<file path="config.mk">
export PLATFORM = sky130hd
export DESIGN_NAME = bsc_slew_ctrl
export DESIGN_NICKNAME = d
export VERILOG_FILES = /design/src/bsc_pkg.sv /design/src/bsc_slew_ctrl.sv /design/src/bsc_step_timer.sv
export SDC_FILE = /design/constraint.sdc
export NUM_CORES = 1
export LEC_CHECK = 0
export ABC_CLOCK_PERIOD_IN_PS = 15200
export BUFFER_PORTS_ARGS = -buffer_cell sky130_fd_sc_hd__buf_2
export CORE_AREA = 10 10 156 158
export CTS_BUF_LIST = sky130_fd_sc_hd__clkbuf_2 sky130_fd_sc_hd__clkbuf_4 sky130_fd_sc_hd__clkbuf_8
export CTS_CLUSTER_SIZE = 12
export DETAILED_ROUTE_END_ITERATION = 10
export DIE_AREA = 0 0 166 168
export GPL_TIMING_DRIVEN = 0
export RECOVER_POWER = 50
export SYNTH_ARGS = -nofsm -noshare
export SYNTH_HDL_FRONTEND = slang
export SYNTH_HIERARCHICAL = 1
export SYNTH_SLANG_ARGS = --single-unit
</file>
<file path="constraint.sdc">
create_clock -name ref_clk -period 15.2 [get_ports ref_clk]
set_input_delay 3.04 -clock ref_clk [delete_from_list [all_inputs] [get_ports ref_clk]]
set_output_delay 3.04 -clock ref_clk [all_outputs]
set_load 0.005 [all_outputs]
</file>
<file path="src/bsc_pkg.sv">
// Package: register map, field layout, timing and decode helpers for the buck slew block
package bsc_pkg;

    // Register offsets and reset values
    localparam logic [7:0] BSC_BUCK3_CTRL_OFS = 8'h10;
    localparam logic [7:0] BSC_SLEW_CTRL_OFS = 8'h11;
    localparam logic [7:0] BSC_BUCK3_CTRL_RST = 8'h08;
    localparam logic [7:0] BSC_SLEW_CTRL_RST = 8'h06;

    // Field positions
    localparam int BSC_EXT_ADJ_BIT = 7;
    localparam int BSC_GO_BIT = 7;
    localparam int BSC_BYPASS_BIT = 6;
    localparam int BSC_FF1_BIT = 5;
    localparam int BSC_FF2_BIT = 4;
    localparam int BSC_FF3_BIT = 3;
    localparam int BSC_SLEW_MSB = 2;
    localparam int BSC_CODE_MSB = 5;
    localparam int BSC_NUM_BUCK = 3;

    // Slew code that skips the step timer
    localparam logic [2:0] BSC_SLEW_IMMEDIATE = 3'h7;

    // Step timing at the 10 MHz reference clock
    localparam int BSC_CLK_PERIOD_NS = 100;
    localparam int BSC_STEP_TIME_BASE_NS = 224000;
    localparam int BSC_STEP_TIME_MIN_NS = 3500;
    localparam logic [11:0] BSC_STEP_CYCLES_BASE =
        12'((BSC_STEP_TIME_BASE_NS + BSC_CLK_PERIOD_NS - 1) / BSC_CLK_PERIOD_NS);
    localparam logic [11:0] BSC_STEP_CYCLES_MIN =
        12'((BSC_STEP_TIME_MIN_NS + BSC_CLK_PERIOD_NS - 1) / BSC_CLK_PERIOD_NS);

    // Sequencer states
    typedef enum logic [1:0] {
        BSC_ST_IDLE = 2'b01,
        BSC_ST_RUN = 2'b10
    } bsc_state_type;

    // Set-point code to millivolts
    function automatic logic [11:0] bsc_code_to_mv(input logic [5:0] code);
        logic [11:0] n;
        logic [11:0] mv;
        n = {8'h00, code[3:0]};
        mv = 12'h384;
        case (code[5:4])
            2'h0: mv = 12'h384 + 12'(12'h019 * n);              // 900 mV + 25 mV/code
            2'h1: begin
                if (n < 12'h008) begin
                    mv = 12'h514 + 12'(12'h019 * n);            // 1300 mV + 25 mV/code
                end else begin
                    mv = 12'h5DC + 12'(12'h032 * (n - 12'h008)); // 1500 mV + 50 mV/code
                end
            end
            2'h2: mv = 12'h76C + 12'(12'h032 * n);              // 1900 mV + 50 mV/code
            2'h3: begin
                if (n < 12'h004) begin
                    mv = 12'hA8C + 12'(12'h032 * n);            // 2700 mV + 50 mV/code
                end else if (n < 12'h008) begin
                    mv = 12'hB54 + 12'(12'h064 * (n - 12'h004)); // 2900 mV + 100 mV/code
                end else begin
                    mv = 12'hCE4;                               // 3300 mV ceiling
                end
            end
            default: mv = 12'h384;
        endcase
        return mv;
    endfunction : bsc_code_to_mv

    // One code toward the target
    function automatic logic [5:0] bsc_step_toward(input logic [5:0] cur, input logic [5:0] tgt);
        logic [5:0] res;
        res = cur;
        if (cur < tgt) begin
            res = 6'(cur + 6'h01);
        end else if (cur > tgt) begin
            res = 6'(cur - 6'h01);
        end
        return res;
    endfunction : bsc_step_toward

endpackage : bsc_pkg

</file>
<file path="src/bsc_slew_ctrl.sv">
// Buck set-point and slew sequencer with its two control registers
//
// Contract
// - buck3 control register at 0x10, writes accepted only while unlocked.
// - bit 7 picks external adjust; then the register code is ignored.
// - six-bit code resets to 001000 and decodes to the voltage table.
// - shared slew and mode register at 0x11, writes accepted only while unlocked.
// - writing 1 to bit 7 starts transitions; writing 0 changes nothing.
// - trigger bit clears itself when the transition finishes.
// - with bit 6 set, any code write starts a transition without trigger.
// - automatic transitions still use the programmed step timing.
// - bits 5..3 force converters one to three into fixed-frequency mode.
// - slew code 000 is 224 us per step, halving per code.
// - slew code 111 applies the target immediately.
// - slew field resets to 110, 3.5 us per step.
// - one slew setting governs all three converters.
// - voltage slew follows code step size over step time.
module bsc_slew_ctrl (
    // Clock and reset
    input wire logic ref_clk,
    input wire logic rst_n,
    // Register port
    input wire logic reg_wr_en,
    input wire logic reg_rd_en,
    input wire logic reg_wr_unlock,
    input wire logic [7:0] reg_addr,
    input wire logic [7:0] reg_wdata,
    output logic [7:0] reg_rdata,
    // Stored codes of the other converters
    input wire logic [5:0] buck1_stored_code,
    input wire logic [5:0] buck2_stored_code,
    input wire logic buck1_code_wr,
    input wire logic buck2_code_wr,
    // Converter controls
    output logic [5:0] buck1_applied_code,
    output logic [5:0] buck2_applied_code,
    output logic [5:0] buck3_applied_code,
    output logic [11:0] buck3_setpoint_mv,
    output logic buck3_external_adjust_sel,
    output logic buck1_force_fixed_freq,
    output logic buck2_force_fixed_freq,
    output logic buck3_force_fixed_freq,
    output logic transition_busy
);
    import bsc_pkg::*;

    logic [7:0] buck3_ctrl_r;
    logic [6:0] slew_lo_r;
    logic go_r;
    logic go_nxt;
    logic pend_r;
    logic init_r;
    logic busy_r;
    logic [7:0] rdata_r;
    logic [11:0] mv_r;
    bsc_state_type state_r;
    bsc_state_type state_nxt;
    logic [5:0] applied_r [BSC_NUM_BUCK];
    logic [5:0] applied_nxt [BSC_NUM_BUCK];
    logic [5:0] tgt_r [BSC_NUM_BUCK];
    logic [5:0] stored [BSC_NUM_BUCK];
    logic [BSC_NUM_BUCK-1:0] at_tgt;
    wire logic wr_ok;
    wire logic wr_buck3;
    wire logic wr_slew;
    wire logic go_write;
    wire logic code_write;
    wire logic start;
    wire logic running;
    wire logic finish;
    wire logic immediate;
    wire logic step;
    wire logic [2:0] slew_code;
    wire logic bypass;
    wire logic [7:0] slew_view;
    wire logic [7:0] rdata_nxt;

    // Register decode, writes gated by unlock
    assign wr_ok = reg_wr_en && reg_wr_unlock;
    assign wr_buck3 = wr_ok && (reg_addr == BSC_BUCK3_CTRL_OFS);
    assign wr_slew = wr_ok && (reg_addr == BSC_SLEW_CTRL_OFS);
    assign slew_code = slew_lo_r[BSC_SLEW_MSB:0];
    assign bypass = slew_lo_r[BSC_BYPASS_BIT];
    assign slew_view = {go_r, slew_lo_r};

    // Start sources: trigger write, or any code write while bypassed
    assign go_write = wr_slew && reg_wdata[BSC_GO_BIT];
    assign code_write = wr_buck3 || buck1_code_wr || buck2_code_wr;
    assign start = go_write || (bypass && code_write);
    assign running = (state_r == BSC_ST_RUN) && !pend_r;
    assign finish = running && (&at_tgt);
    assign immediate = (slew_code == BSC_SLEW_IMMEDIATE);

    // Trigger bit: new trigger beats the self-clear
    assign go_nxt = go_write ? 1'b1 : (finish ? 1'b0 : go_r);

    // Read mux, unmapped reads return zero
    assign rdata_nxt = (reg_addr == BSC_BUCK3_CTRL_OFS) ? buck3_ctrl_r :
                       (reg_addr == BSC_SLEW_CTRL_OFS) ? slew_view : 8'h00;

    // Per-converter sources
    assign stored[0] = buck1_stored_code;
    assign stored[1] = buck2_stored_code;
    assign stored[2] = buck3_ctrl_r[BSC_CODE_MSB:0];

    // Sequencer next state
    always_comb begin
        state_nxt = state_r;
        case (state_r)
            BSC_ST_IDLE: begin
                if (pend_r) begin
                    state_nxt = BSC_ST_RUN;
                end
            end
            BSC_ST_RUN: begin
                if (finish) begin
                    state_nxt = BSC_ST_IDLE;
                end
            end
            default: state_nxt = BSC_ST_IDLE;
        endcase
    end

    // Shared step timer for all converters
    bsc_step_timer u_step_timer (
        .ref_clk(ref_clk),
        .rst_n(rst_n),
        .run(running && !immediate),
        .slew_code(slew_code),
        .step(step)
    );

    // Per-converter walk toward target
    generate
        for (genvar i = 0; i < BSC_NUM_BUCK; i++) begin : g_buck
            assign at_tgt[i] = (applied_r[i] == tgt_r[i]);
            assign applied_nxt[i] = init_r ? stored[i] :
                                    (running && immediate) ? tgt_r[i] :
                                    (running && step) ? bsc_step_toward(applied_r[i], tgt_r[i]) :
                                    applied_r[i];

            // Applied code and latched target
            always_ff @(posedge ref_clk or negedge rst_n) begin
                if (!rst_n) begin
                    applied_r[i] <= BSC_BUCK3_CTRL_RST[BSC_CODE_MSB:0];
                    tgt_r[i] <= BSC_BUCK3_CTRL_RST[BSC_CODE_MSB:0];
                end else begin
                    applied_r[i] <= applied_nxt[i];
                    if (init_r) begin
                        tgt_r[i] <= stored[i];
                    end else if (pend_r) begin
                        // External adjust freezes buck3 at its present code
                        tgt_r[i] <= (i == 2 && buck3_ctrl_r[BSC_EXT_ADJ_BIT]) ? applied_r[i] : stored[i];
                    end
                end
            end
        end
    endgenerate

    // Register storage
    always_ff @(posedge ref_clk or negedge rst_n) begin
        if (!rst_n) begin
            buck3_ctrl_r <= BSC_BUCK3_CTRL_RST;
            slew_lo_r <= BSC_SLEW_CTRL_RST[6:0];
            go_r <= 1'b0;
        end else begin
            if (wr_buck3) begin
                buck3_ctrl_r <= reg_wdata;
            end
            if (wr_slew) begin
                slew_lo_r <= reg_wdata[6:0];
            end
            go_r <= go_nxt;
        end
    end

    // Sequencer and output registers
    always_ff @(posedge ref_clk or negedge rst_n) begin
        if (!rst_n) begin
            state_r <= BSC_ST_IDLE;
            pend_r <= 1'b0;
            init_r <= 1'b1;
            busy_r <= 1'b0;
            rdata_r <= 8'h00;
            mv_r <= 12'h000;
        end else begin
            state_r <= state_nxt;
            pend_r <= start;
            init_r <= 1'b0;
            busy_r <= (state_nxt == BSC_ST_RUN) || start;
            if (reg_rd_en) begin
                rdata_r <= rdata_nxt;
            end
            mv_r <= bsc_code_to_mv(applied_nxt[2]);
        end
    end

    // Outputs straight from flops
    assign reg_rdata = rdata_r;
    assign buck1_applied_code = applied_r[0];
    assign buck2_applied_code = applied_r[1];
    assign buck3_applied_code = applied_r[2];
    assign buck3_setpoint_mv = mv_r;
    assign buck3_external_adjust_sel = buck3_ctrl_r[BSC_EXT_ADJ_BIT];
    assign buck1_force_fixed_freq = slew_lo_r[BSC_FF1_BIT];
    assign buck2_force_fixed_freq = slew_lo_r[BSC_FF2_BIT];
    assign buck3_force_fixed_freq = slew_lo_r[BSC_FF3_BIT];
    assign transition_busy = busy_r;
endmodule : bsc_slew_ctrl

</file>
<file path="src/bsc_step_timer.sv">
// Step interval timer: one pulse per programmed slew step while running
module bsc_step_timer (
    // Clock and reset
    input wire logic ref_clk,
    input wire logic rst_n,
    // Control
    input wire logic run,
    input wire logic [2:0] slew_code,
    // Step pulse
    output logic step
);
    import bsc_pkg::*;

    logic [11:0] cnt_r;
    logic [11:0] cnt_nxt;
    logic step_r;
    wire logic [11:0] load_val;
    wire logic expire;

    // Interval halves with each higher code
    assign load_val = 12'(BSC_STEP_CYCLES_BASE >> slew_code);
    assign expire = run && (cnt_r == 12'h001);
    assign cnt_nxt = (!run || expire) ? load_val : 12'(cnt_r - 12'h001);
    assign step = step_r;

    // Counter and pulse register
    always_ff @(posedge ref_clk or negedge rst_n) begin
        if (!rst_n) begin
            cnt_r <= BSC_STEP_CYCLES_MIN;
            step_r <= 1'b0;
        end else begin
            cnt_r <= cnt_nxt;
            step_r <= expire;
        end
    end
endmodule : bsc_step_timer

</file>
==> impl_results.md <==
- Status: finished with violations
- Violated checks: capacitance limit, slew limit
- Post-synth EDFFs: 0
- Pwr Density: 120.3 nW/um^2
- IO Count: 78
- Post-Place Worst Slack: 9.003 ns
- Arrival @ worst endpoint: 7.00 ns
- Post-Synthesis Cells: 822
- DR WL met2: 9538 um
- Yosys cell types: 82
- Clock Tree Buf Depth: 2
- Height of the die: 168 um
- Worst path cell trace: ha_1 -> nand4_1 -> a21oi_1 -> nor2_1 -> mux2i_1 -> xor2_1 -> o21a_1 -> clkbuf_1 -> clkinv_1 -> ha_1 -> ha_1 -> ha_1 -> fa_1 -> xnor2_1 -> and2_1 -> o2111ai_1 -> xor2_1 -> a211o_1 -> o311ai_1
- FILL cells: 2207
- Post-cts resize count: 0
- Critical path's largest stage delay: 0.82 ns
- Hold path startpoint: go_r
- Count of final setup violators: 0
- Synth Net Count: 936
- Sequential Area: 2270 um^2
- Routability cong.: 0.9141
- Routed len/inst: 16.85 um
- DR vias: 6340
- Worst vdd ir: 0.00005123 V
- Max Clock Freq: 148.7 MHz
- Area leader, netlist: dfrtp_1
- Post CTS Setup Buffer Count: 0
- Pleak: 0.003683 uW
- Total Wirelength: 20140 um
- Skew final: 0.01166 ns
- Die area: 27890 um^2
- Starting Density: 34.23%
- Worst flop-to-flop path endpoint: buck3_setpoint_mv[10]
- I/O Buffers: 76
- Final nets: 1024
- Placed Area: 8092 um^2
- Post-synthesis cell area: 7331 um^2
- Area of the multi-input gates: 4641 um^2
- Largest fanout on the critical path: 15
- Power Total: 992.2 uW
- DRT iter0 DRCs: 381
- Max cap viols: 2
- Clk Latency, worst-skew pair: 0.39 ns
- Final WS setup: 8.476 ns
- Worst R2R Start: buck3_applied_code[3]
- Total CTS buffers: 9
- Final slew viol count: 93
- Crit path max-delay family: adder cells
- CP Capture Type: register
- WP data required: 15.48 ns
- TritonRoute pass-1 iters: 5
- Overall Global Routing Usage: 14.27%
- Met1 Routed Length: 9293 um
- Slew Limit Headroom: -73.15%
- Core area: 21420 um^2
- Hold Crit Depth: 2
- Setup CP Type: reg -> reg
- Dominant cell type by count on the critical path: ha_1
- Fin crit share: 44.23%
- Worst R2R Path Depth: 19
- RSZ-0062 raised after global routing: false
- Yosys warns: 6
- Global-route wire length before repair: 33260 um
- Routed length on met3: 934 um
- Design Area, Final: 8247 um^2
- CTS root buf: clkbuf_8
- Width of the die: 166 um
- Synth top area share: 25.94%
- Pin count of the biggest net entering global routing: 51
- Setup crit start kind: register
- Hold EP: go_r
- Max Used Layer: met4
- Vias in the first global route: 6356
- Final HPWL DP: 15450 um
- FP Rows: 54
- CTS tree: done
- Fin crit period: 6.724 ns
- Area grow syn2layout: 12.49%
- Final ANT Viol Nets: 0
- Clock transition at the registers of the reported paths: 0.09 ns
- CTS H-tree depth: 3
- CP bufs+invs: 2
- Post-Syn Area per Cell: 8.918 um^2
- Total negative setup slack: 0 ns
- Post-synthesis async set-or-reset flop share: 100.0%
- Seq/Total Area, Yosys: 30.96%
- Hold-fix buffers, CTS: 0
- CP max-delay cell: clkinv_1
- Final hold vios: 0
- Synth area leaders: dfrtp_1 26%, ha_1 12%, dfstp_2 5.0%
- Yosys reg bits: 90
- DRC: 0
- Actual slew at the worst max-slew pin: 2.597 ns
- Primary FF master, synth: dfrtp_1
- Antenna Cells: 0
- Worst Hold Class: reg -> reg
- CTS sink count: 90
- Vias/cell: 5.305
- GRT Residual Overflow: 0
- R2r setup slk: 8.48 ns
- Share of post-route cells with drive strength above 1: 16.17%
- Initial antenna violation count: 0
==> routing by layer <==
metal	vias to the layer above	GRT usage (%)
li1	3106	-
met1	3058	18.49
met2	151	23.76
met3	25	2.328
met4	0	4.507
met5	-	0
==> worst reg2reg max path: stages, from the launching register on <==
cell	delay (ns)
dfstp_2	0.68
ha_1	0.21
nand4_1	0.26
a21oi_1	0.51
nor2_1	0.17
mux2i_1	0.21
xor2_1	0.16
o21a_1	0.12
clkbuf_1	0.74
clkinv_1	0.82
ha_1	0.58
ha_1	0.33
ha_1	0.22
fa_1	0.40
xnor2_1	0.30
and2_1	0.21
o2111ai_1	0.12
xor2_1	0.20
a211o_1	0.31
o311ai_1	0.08
==> synthesized netlist by cell type, types with 3 or more instances <==
cell type	count
o21a_1	12
nand2_1	70
o21bai_1	5
o31ai_1	5
o211a_1	3
nor2_1	56
xnor2_1	34
mux2_2	29
nand3_1	19
a31oi_1	9
nor3_1	13
clkbuf_1	21
buf_1	3
o22a_1	7
fa_1	9
inv_1	69
a211oi_1	7
o21ai_0	44
o211ai_1	10
a21oi_1	54
nand4_1	12
o21ai_1	6
a21o_1	9
a221oi_1	6
buf_2	5
xor2_1	23
o2111ai_1	3
a32o_1	3
dfrtp_1	76
dfstp_2	14
or2_2	6
ha_1	70
nor3b_1	3
o22ai_1	12
a211o_1	3
o31a_1	3
or3_1	3
nor2b_1	12
nand2b_1	5
and2_1	5
mux2i_1	11
==> final cells by class <==
type | count | share of cell area, %
Buffer | 31 | 1.532
Clock buffer | 11 | 1.760
Clock inverter | 5 | 0.7586
Inverter | 73 | 3.383
Multi-Input combinational cell | 628 | 56.27
Sequential cell | 90 | 27.52
Tap cell | 280 | 4.248
Timing Repair Buffer | 77 | 4.521
==> layout by cell type (no fill, tap or decap), drive strengths merged, types with 8 or more instances in the layout <==
cell type | synthesis | routed
o211ai | 10 | 10
nand3 | 20 | 20
fa | 9 | 9
xor2 | 23 | 23
or2 | 8 | 8
mux2i | 11 | 11
buf | 10 | 72
a21o | 9 | 9
nand2 | 70 | 70
ha | 70 | 70
inv | 71 | 72
nand4 | 12 | 12
clkbuf | 21 | 47
a31oi | 9 | 9
nor3 | 13 | 13
dfrtp | 76 | 76
o21ai | 50 | 50
o22ai | 12 | 12
a21oi | 54 | 54
dfstp | 14 | 14
o21a | 12 | 12
mux2 | 30 | 30
nor2b | 12 | 12
nor2 | 57 | 57
xnor2 | 34 | 34
==> flip-flops by register name, indices dropped and copies added, names as in the netlist <==
signal / cells
buck3_applied_code: 6
slew_lo_r: 7
state_r: 2
u_step_timer/step: 1
buck1_applied_code: 6
tgt_r: 18
buck3_setpoint_mv: 12
init_r: 1
transition_busy: 1
pend_r: 1
buck3_ctrl_r: 8
go_r: 1
u_step_timer/cnt_r: 12
reg_rdata: 8
buck2_applied_code: 6
==> cell families (layout without fill, tap and decap cells) <==
kind of cell,count (synthesis),after routing,share of synthesized area (%)
compound gates,228,228,20.99
xor+xnor,57,57,6.810
fa+ha+maj,79,79,14.41
buf+inv,104,197,5.632
flops,90,90,30.96
mux,41,41,6.161
other cells,1,1,0.05115
simple gates,222,222,14.99
==> worst max-delay path by stage <==
stage                                       end                  start  depth (start not counted)  slack (ns)
after detailed placement  buck3_setpoint_mv[10]             state_r[0]                         22        9.00
final                     buck3_setpoint_mv[10]  buck3_applied_code[3]                         19        8.48
after global routing      buck3_applied_code[2]                  rst_n                          2        7.50
after global placement    buck3_setpoint_mv[10]             state_r[0]                         22        9.10
after CTS                 buck3_setpoint_mv[10]             state_r[0]                         22        8.94
after floorplan           buck3_setpoint_mv[10]             state_r[0]                         22       10.11
==> where the power goes <==
| group | switching [uW] | total [uW] | leakage, uW | internal, uW |
|---|---|---|---|---|
| clock network | 91.4 | 175 | 0.000105 | 83.5 |
| logic | 285 | 510 | 0.00249 | 226 |
| registers | 31.9 | 307 | 0.00109 | 275 |
| total | 408 | 992 | 0.00368 | 584 |
==> through the flow <==
stage,hold WS [ns],cells,utilization (%)
after floorplan,0.4502,822,-
after global placement,0.4751,1178,37.64
after detailed placement,0.4803,1179,37.78
after CTS,0.5037,1195,38.75
after global routing,0.5393,1195,38.50
final,0.4940,1195,38.50
(Power assumes the default switching activity.)
